==> src/cssi_pkg.sv <==
// Package for the configuration setup and initialization sequencer.
// Assumes a single 40 MHz system clock and synchronous active-high reset.
// Overview of operation
// - Configuration memory is swept clear on power-up, a program pulse, the JTAG reprogram instruction, the internal reprogram command and a fallback retry.
// - All user I/Os are held in high impedance while the memory is being cleared.
// - The init pin is driven low during initialization and released after the power-on delay or else after the program latency.
// - If the init pin is still held low from outside after release, initialization waits until it reads high.
// - After the program request is released the memory is cleared in two full passes.
// - On the rising edge of the init pin the mode pins are sampled and master modes start the configuration clock.
// - After mode sampling the data input pins are captured on rising edges of the configuration clock; the code captures them in master modes only.
// - Pulling init low after it went high does not delay configuration, while program request acts as a global reset.
// - After mode sampling the init pin is an open-drain error output driving low on a CRC error and floating high otherwise.
package cssi_pkg;

  // Latency figures in nanoseconds and the system clock period.
  localparam int unsigned CLK_PERIOD_NS        = 25;
  localparam int unsigned POR_DELAY_NS         = 5000;
  localparam int unsigned PROGRAM_LATENCY_NS   = 2500;
  // Least times round up to whole cycles.
  localparam int unsigned POR_DELAY_CYC        =
    (POR_DELAY_NS + CLK_PERIOD_NS - 1) / CLK_PERIOD_NS;
  localparam int unsigned PROGRAM_LATENCY_CYC  =
    (PROGRAM_LATENCY_NS + CLK_PERIOD_NS - 1) / CLK_PERIOD_NS;

  // Sweep geometry and configuration clock divider defaults.
  localparam int unsigned SWEEP_ADDR_W         = 8;
  localparam int unsigned CFG_CLK_DIV          = 2;
  localparam int unsigned DATA_W               = 8;

  // Mode codes; bit 0 low marks a master mode.
  localparam logic [1:0]  MODE_MASTER_BIT      = 2'h1;

  // Sequencer states.
  typedef enum logic [2:0] {
    ST_HOLD   = 3'b000,
    ST_CLEAR  = 3'b001,
    ST_LATENT = 3'b010,
    ST_WAIT   = 3'b011,
    ST_RUN    = 3'b100
  } cssi_state_t;

  // Trigger group, sampled into the sequencer.
  typedef struct packed {
    logic jtag_reprogram_instr;
    logic internal_reprogram_cmd;
    logic fallback_retry;
  } cssi_trig_t;

  // Status seen by the core.
  typedef struct packed {
    logic       io_tristate;
    logic       mode_valid;
    logic [1:0] mode;
    logic       master;
  } cssi_stat_t;

endpackage

==> src/cssi_seq.sv <==
// Top of the setup sequencer: memory clear, init pin handling, mode sampling.
// Assumes all pins arrive asynchronously; rst_i stands for power-on reset.
`timescale 1ns/1ps
`default_nettype none
module cssi_seq #(
  parameter int unsigned POR_CYC  = cssi_pkg::POR_DELAY_CYC,
  parameter int unsigned PL_CYC   = cssi_pkg::PROGRAM_LATENCY_CYC,
  parameter int unsigned ADDR_W   = cssi_pkg::SWEEP_ADDR_W,
  parameter int unsigned DIV      = cssi_pkg::CFG_CLK_DIV,
  parameter int unsigned DW       = cssi_pkg::DATA_W
) (
  // Clock and reset.
  input  wire logic                  clk_sys_i,
  input  wire logic                  rst_i,
  // Program request pin, active low.
  input  wire logic                  program_req_n_i,
  // Internal reprogram triggers, single-cycle pulses on this clock.
  input  wire cssi_pkg::cssi_trig_t  trig_i,
  // Init status pin as open drain: in, out, enable (low = driving).
  input  wire logic                  init_n_i,
  output logic                       init_n_o,
  output logic                       init_n_oe_n_o,
  // Mode pins and CRC error flag from later configuration stages.
  input  wire logic [1:0]            mode_pins_i,
  input  wire logic                  crc_error_i,
  // Configuration clock and data.
  output logic                       config_clock_o,
  input  wire logic [DW-1:0]         cfg_data_i,
  output logic [DW-1:0]              cfg_data_o,
  output logic                       cfg_data_vld_o,
  // Memory sweep and status.
  output logic [ADDR_W-1:0]          clear_addr_o,
  output logic                       clear_we_o,
  output cssi_pkg::cssi_stat_t       stat_o
);
  import cssi_pkg::*;

  localparam int unsigned TW = $clog2((POR_CYC > PL_CYC ? POR_CYC : PL_CYC) + 1);

  logic              prog_n_s, init_s;
  logic [1:0]        mode_s;
  logic [DW-1:0]     data_s;
  cssi_state_t       state;
  logic              prog_n_d;
  logic              power_up;
  logic              pass2;
  logic              sweep_done;
  logic [TW-1:0]     timer;
  logic              timer_done;
  logic [1:0]        mode;
  logic              master;
  logic [$clog2(DIV+1)-1:0] div_cnt;
  logic              config_clock_run;
  logic              prog_rise;
  logic              soft_trig;

  // Pins are synchronised; data is only used well after mode sampling.
  cssi_sync #(.W(4 + DW), .RV({4'hb, {DW{1'b0}}})) u_sync (
    .clk_sys_i (clk_sys_i),
    .rst_i     (rst_i),
    .d_i       ({program_req_n_i, init_n_i, mode_pins_i, cfg_data_i}),
    .q_o       ({prog_n_s, init_s, mode_s, data_s})
  );

  assign prog_rise = prog_n_s && !prog_n_d;
  assign soft_trig = trig_i.jtag_reprogram_instr | trig_i.internal_reprogram_cmd
                   | trig_i.fallback_retry;

  // Program pin history for release detection.
  always_ff @(posedge clk_sys_i) begin
    if (rst_i) prog_n_d <= 1'b1;
    else       prog_n_d <= prog_n_s;
  end

  // Main sequencer; any new request restarts from the clear.
  always_ff @(posedge clk_sys_i) begin
    if (rst_i) begin
      state <= ST_CLEAR;
      pass2 <= 1'b0;
    end else if (!prog_n_s) begin
      state <= ST_HOLD;
      pass2 <= 1'b0;
    end else if (prog_rise) begin
      state <= ST_CLEAR;
      pass2 <= 1'b1;
    end else if (soft_trig) begin
      state <= ST_CLEAR;
      pass2 <= 1'b0;
    end else begin
      unique case (state)
        ST_HOLD:   state <= ST_HOLD;
        ST_CLEAR: begin
          if (sweep_done) begin
            if (pass2) pass2 <= 1'b0;
            else       state <= ST_LATENT;
          end
        end
        ST_LATENT: if (timer_done) state <= ST_WAIT;
        ST_WAIT:   if (init_s) state <= ST_RUN;
        ST_RUN:    state <= ST_RUN;
        default:   state <= ST_HOLD;
      endcase
    end
  end

  // Power-up flag selects which latency applies.
  always_ff @(posedge clk_sys_i) begin
    if (rst_i) power_up <= 1'b1;
    else if (!prog_n_s || soft_trig) power_up <= 1'b0;
  end

  // Sweep counter; the done flag pulses at the last address.
  always_ff @(posedge clk_sys_i) begin
    if (rst_i || state != ST_CLEAR || !prog_n_s || prog_rise || soft_trig) begin
      clear_addr_o <= '0;
    end else begin
      clear_addr_o <= clear_addr_o + 1'b1;
    end
  end
  assign sweep_done = (state == ST_CLEAR) && (&clear_addr_o);
  assign clear_we_o = (state == ST_CLEAR);

  // Latency timer runs from reset/request until expiry, alongside the sweep.
  always_ff @(posedge clk_sys_i) begin
    if (rst_i || !prog_n_s || prog_rise || soft_trig) begin
      timer <= '0;
    end else if (!timer_done && state != ST_HOLD) begin
      timer <= timer + 1'b1;
    end
  end
  assign timer_done = power_up ? (timer >= TW'(POR_CYC)) : (timer >= TW'(PL_CYC));

  // Mode capture on the init rising edge; later toggles are ignored.
  always_ff @(posedge clk_sys_i) begin
    if (rst_i) begin
      mode   <= 2'h0;
      master <= 1'b0;
    end else if (state == ST_WAIT && init_s) begin
      mode   <= mode_s;
      master <= ((mode_s & MODE_MASTER_BIT) == 2'h0);
    end
  end

  // Configuration clock divider, master modes only.
  assign config_clock_run = (state == ST_RUN) && master;
  always_ff @(posedge clk_sys_i) begin
    if (rst_i || !config_clock_run) begin
      div_cnt        <= '0;
      config_clock_o <= 1'b0;
    end else if (div_cnt == ($clog2(DIV+1))'(DIV - 1)) begin
      div_cnt        <= '0;
      config_clock_o <= !config_clock_o;
    end else begin
      div_cnt <= div_cnt + 1'b1;
    end
  end

  // Data capture on each rising edge of the configuration clock.
  always_ff @(posedge clk_sys_i) begin
    if (rst_i || !config_clock_run) begin
      cfg_data_o     <= '0;
      cfg_data_vld_o <= 1'b0;
    end else begin
      cfg_data_vld_o <= 1'b0;
      if (div_cnt == ($clog2(DIV+1))'(DIV - 1) && !config_clock_o) begin
        cfg_data_o     <= data_s;
        cfg_data_vld_o <= 1'b1;
      end
    end
  end

  // Init pin drive: low until release, then only on CRC error.
  always_ff @(posedge clk_sys_i) begin
    if (rst_i) begin
      init_n_oe_n_o <= 1'b0;
    end else if (state == ST_RUN) begin
      init_n_oe_n_o <= !crc_error_i;
    end else begin
      init_n_oe_n_o <= (state == ST_WAIT); // Pull low in every state before wait.
    end
  end
  assign init_n_o = 1'b0;

  // Status; I/Os float from any request until the sequence reaches run.
  always_ff @(posedge clk_sys_i) begin
    if (rst_i) stat_o <= '{io_tristate: 1'b1, mode_valid: 1'b0, mode: 2'h0, master: 1'b0};
    else begin
      stat_o.io_tristate <= (state != ST_RUN);
      stat_o.mode_valid  <= (state == ST_RUN);
      stat_o.mode        <= mode;
      stat_o.master      <= master;
    end
  end

  // Init is released only after the latency timer has finished; the sweep is not checked here.
  AST_RELEASE_GATED: assert property (@(posedge clk_sys_i) disable iff (rst_i)
    $rose(init_n_oe_n_o) && $past(state) != ST_RUN |-> $past(timer_done))
    else $error("init released before latency expired");
  AST_WAIT_STALL: assert property (@(posedge clk_sys_i) disable iff (rst_i)
    state == ST_WAIT && !init_s && prog_n_s && !soft_trig |=> state == ST_WAIT)
    else $error("sequencer left wait while init held low");
  AST_TRISTATE: assert property (@(posedge clk_sys_i) disable iff (rst_i)
    state == ST_CLEAR |=> stat_o.io_tristate)
    else $error("user io not tristated during clear");
  AST_PROG_ABORT: assert property (@(posedge clk_sys_i) disable iff (rst_i)
    !prog_n_s |=> state == ST_HOLD ##1 !init_n_oe_n_o)
    else $error("program request did not abort sequence");
  AST_TWO_PASS: assert property (@(posedge clk_sys_i) disable iff (rst_i)
    prog_rise |=> state == ST_CLEAR && pass2)
    else $error("program release did not start two passes");
  AST_NO_CONFIG_CLOCK_EARLY: assert property (@(posedge clk_sys_i) disable iff (rst_i)
    state != ST_RUN |=> !config_clock_o)
    else $error("config clock ran before mode sampling");
  AST_INIT_LOW_CLEAR: assert property (@(posedge clk_sys_i) disable iff (rst_i)
    state == ST_CLEAR ##1 state == ST_CLEAR |-> !init_n_oe_n_o)
    else $error("init not driven low during clear");
  AST_RUN_STAYS: assert property (@(posedge clk_sys_i) disable iff (rst_i)
    state == ST_RUN && prog_n_s && !soft_trig |=> state == ST_RUN)
    else $error("init low after release delayed configuration");
  AST_CAPTURE: assert property (@(posedge clk_sys_i) disable iff (rst_i)
    cfg_data_vld_o |-> config_clock_o && $past(config_clock_run))
    else $error("data captured outside config clock rise");
  AST_SOFT_TRIG: assert property (@(posedge clk_sys_i) disable iff (rst_i)
    soft_trig && prog_n_s && !prog_rise |=> state == ST_CLEAR && clear_addr_o == '0)
    else $error("reprogram trigger did not restart clear");
  AST_CRC_ERR: assert property (@(posedge clk_sys_i) disable iff (rst_i)
    state == ST_RUN && crc_error_i && prog_n_s && !soft_trig |=> !init_n_oe_n_o)
    else $error("crc error not signalled on init");
endmodule // cssi_seq
`default_nettype wire

==> src/cssi_sync.sv <==
// Two flip-flop synchroniser for asynchronous pin levels.
// Assumes the pins are slow levels compared with the system clock.
`timescale 1ns/1ps
`default_nettype none
module cssi_sync #(
  parameter int unsigned W   = 1,
  parameter logic [W-1:0] RV = '0
) (
  // Clock and reset.
  input  wire logic         clk_sys_i,
  input  wire logic         rst_i,
  // Level in and out.
  input  wire logic [W-1:0] d_i,
  output logic      [W-1:0] q_o
);
  logic [W-1:0] meta;

  // The first stage feeds only the second, never any logic.
  always_ff @(posedge clk_sys_i) begin
    if (rst_i) begin
      meta <= RV;
      q_o  <= RV;
    end else begin
      meta <= d_i;
      q_o  <= meta;
    end
  end
endmodule // cssi_sync
`default_nettype wire
==> config.mk <==
export PLATFORM = sky130hd
export DESIGN_NAME = cssi_seq
export DESIGN_NICKNAME = d
export VERILOG_FILES = /design/src/cssi_pkg.sv /design/src/cssi_seq.sv /design/src/cssi_sync.sv
export SDC_FILE = /design/constraint.sdc
export NUM_CORES = 1
export LEC_CHECK = 0
export BUFFER_PORTS_ARGS = -buffer_cell sky130_fd_sc_hd__buf_4
export CORE_MARGIN = 1.5
export CORE_UTILIZATION = 54
export DETAILED_ROUTE_END_ITERATION = 10
export GPL_ROUTABILITY_DRIVEN = 0
export PLACE_DENSITY = 0.84
export SETUP_SLACK_MARGIN = 0.05
export SKIP_CTS_REPAIR_TIMING = 1
export SYNTH_ARGS = -nofsm -noshare
export SYNTH_HDL_FRONTEND = slang
export SYNTH_SLANG_ARGS = --single-unit
==> constraint.sdc <==
create_clock -name clk_sys_i -period 1.5 [get_ports clk_sys_i]
set_input_delay 0.075 -clock clk_sys_i [delete_from_list [all_inputs] [get_ports clk_sys_i]]
set_output_delay 0.075 -clock clk_sys_i [all_outputs]
set_load 0.005 [all_outputs]
==> impl_metrics.csv <==
group,metric,value,unit
timing,tns,0,ps
timing,final_max_slew_viol_count,0,
timing,finalSetupViolCount,0,
timing,rsz0062_at_grt,"false",
finish,diodes,0,
hold_path,min-delay-path-class,"in -> reg",
timing,fin_ws,136,ps
synth,ys_seq_elements,67,
finish,multi_input_area,1000,µm²
grt,antenna_found_initial,0,
floorplan,start_util,55.8,%
detailed_routing,routed_wl,4900,µm
detailed_routing,via_count,1884,
power_and_ir_drop,leakage,1.27,nW
critical_path,worstPathArrival,1650,ps
critical_path,end_kind,"register",
run,maxCapViolations,0,
power_and_ir_drop,total_power,3.70,mW
grt,grt_pass1_wl,7820,µm
placement,port_buffers,42,
floorplan,dieHeight,69.8,µm
detailed_routing,post-route-drc-count,0,
cts,cts.clk_slew.worst_paths,80,ps
synth,synth_nets,273,
cts,htreeDepth,3,
floorplan,io_pins,44,
finish,drive_above_1_share,26.6,%
synth,synth_area_leader_cell,"dfxtp_1",
finish,seqCellArea,1350,µm²
grt,grt_remaining_overflow,0,
cts,clock-sinks,67,
timing,fin_crit_sh,90.9,%
finish,num-nets-final,337,
cts,cts_tree,"built",
cts,root_buffer,"clkbuf_8",
timing,fmax,0.733,GHz
grt,track_usage,20.9,%
placement,dp_cells,344,
critical_path,start_kind,"register",
cts,numCtsBuffers,9,
synth,syn_area_per_cell,9.61,µm²
timing,timing.hold.ws,12.2,ps
detailed_routing,wl_per_cell,13.2,µm
finish,area_growth,31.9,%
grt,grt_max_degree,28,
synth,syn_area,2410,µm²
floorplan,die_w,69.8,µm
critical_path,crit_fanout,10,
power_and_ir_drop,ir_worst_vdd,1.00,mV
outcome,status,"finished clean",
critical_path,crit_type,"reg -> reg",
synth,synth_cells,251,
synth,synth_top_area_share,55.6,%
power_and_ir_drop,pwr_density_cell,1160,nW/µm²
detailed_routing,dr.first_iter.drc_count,71,
grt,grt_pass1_vias,1776,
synth,synth_warnings,0,
synth,ys_types,43,
floorplan,row_count,24,
synth,async_flop_share,0,%
cts,cts_buffer_depth,2,
detailed_routing,postRouteAntennaNets,0,
synth,yosysSeqAreaShare,55.6,%
finish,stdcell_count,372,
placement,hpwlAfterDp,3160,µm
synth,synth_edf_count,0,
critical_path,crit_required,1790,ps
floorplan,die_area,4880,µm²
timing,clock_skew,12.2,ps
timing,min_period,1360,ps
synth,yosys_most_used_dff,"dfxtp_1",
detailed_routing,dr.pass1.iters,4,
placement,place_ws,70.8,ps
timing,final_hold_viol_count,0,
synth,synth_area_leaders,"dfxtp_1 (56%), nor2b_1 (6.2%), nand2_1 (5.8%)",
cts,clock_latency,360,ps
floorplan,core_area,4320,µm²
detailed_routing,vias_per_cell,5.06,
finish,num-fill-cells,328,
==> sequential cells by signal (all words and copies together) (netlist names) <==
| register | flops |
|---|---|
| state | 3 |
| init_n_oe_n_o | 1 |
| div_cnt | 2 |
| u_sync.meta | 12 |
| timer | 8 |
| power_up | 1 |
| stat_o | 5 |
| prog_n_d | 1 |
| u_sync.q_o | 12 |
| config_clock_o | 1 |
| pass2 | 1 |
| clear_addr_o | 8 |
| mode | 2 |
| cfg_data_o | 8 |
| cfg_data_vld_o | 1 |
| master | 1 |
==> cell type report <==
type,instances,area share [%]
Clock inverter,7,3.30
Multi-Input combinational cell,166,31.5
Tap cell,52,2.04
Clock buffer,9,3.89
Timing Repair Buffer,62,16.0
Sequential cell,67,42.3
Inverter,9,1.06
==> Yosys cell counts (3+ instances only) <==
library cell  number
mux2i_1            5
nand2b_1           3
a21oi_1           15
nand3_1            9
xnor2_1            3
nor3_1             4
dfxtp_1           67
inv_1              9
xor2_1             3
nor2b_1           24
or2_2              6
nand2_1           37
o21ai_0            3
and3_1             3
nor2_1            16
clkbuf_1           5
ha_1               4
==> worst max-delay path: stages (launching register included) <==
cell	delay [ps]
dfxtp_2	380
or2b_2	140
o211ai_4	120
or4_1	520
a21boi_1	140
==> report_power, final <==
group	leakage (nW)	switching, mW	internal, mW
Sequential	0.546	0.0160	1.81
Clock	0.113	0.776	0.964
Combinational	0.607	0.0509	0.0847
Total	1.27	0.843	2.86
==> path summary, 6_finish.rpt <==
| path | slack (ps) | end | start | cells after the start |
|---|---|---|---|---|
| min | 10 | prog_n_d$_SDFF_PP1_ | rst_i | 3 |
| min reg2reg | 420 | u_sync.q_o[8]$_SDFF_PP1_ | u_sync.meta[8]$_SDFF_PP1_ | 1 |
| max | 140 | timer[6]$_SDFFE_PP0P_ | power_up$_SDFFE_PP1P_ | 4 |
| max reg2reg | 140 | timer[6]$_SDFFE_PP0P_ | power_up$_SDFFE_PP1P_ | 4 |
==> cells by family (layout without fill, tap and decap cells) <==
group	count (synthesis)	count (layout)	share of synthesized area [%]
DFF	67	67	55.6
buffers and inverters	18	87	3.11
xor gates and xnor gates	6	6	2.18
muxes	5	5	2.07
AOI/OAI and AO/OA	31	31	8.61
adders and majority gates	4	4	2.07
and+or+nand+nor	119	119	26.2
other	1	1	0.155
==> layer usage <==
metal / global-route usage [%] / vias to the layer above / routed length [µm]
met3: 5.96 / 13 / 173
li1: - / 960 / -
met4: 13.5 / 0 / 139
met5: 0 / - / 0
met2: 34.4 / 35 / 2560
met1: 23.5 / 876 / 2030
==> layout by cell type, fill, tap and decap left out, drive strengths merged <==
| master | count |
|---|---|
| dfxtp | 67 |
| buf | 50 |
| nand2 | 37 |
| nor2b | 24 |
| nor2 | 17 |
| a21oi | 15 |
| inv | 13 |
| dlygate4sd3 | 12 |
| nand3 | 9 |
| clkbuf | 9 |
| or2 | 6 |
| mux2i | 5 |
| nor3 | 4 |
| ha | 4 |
| a21boi | 4 |
| nand2b | 3 |
| and3 | 3 |
| xnor2 | 3 |
| xor2 | 3 |
| or3 | 3 |
| o21ai | 3 |
| nor3b | 2 |
| nand3b | 2 |
| nor4 | 2 |
| o31ai | 2 |
| or4 | 2 |
| bufinv | 2 |
| o211ai | 2 |
| nand4 | 2 |
| or2b | 1 |
| and3b | 1 |
| a2111oi | 1 |
| a31oi | 1 |
| a31o | 1 |
| o21a | 1 |
| a311oi | 1 |
| and4 | 1 |
| conb | 1 |
| clkinvlp | 1 |
==> through the flow <==
step           utilization, %  cell area [µm²]
6_report                 73.6             3180
5_1_grt                  73.6             3180
4_1_cts                  70.6             3050
3_5_place_dp             65.3             2820
3_3_place_gp             65.3             2820
2_1_floorplan               -             2410
(Power assumes the default switching activity.)
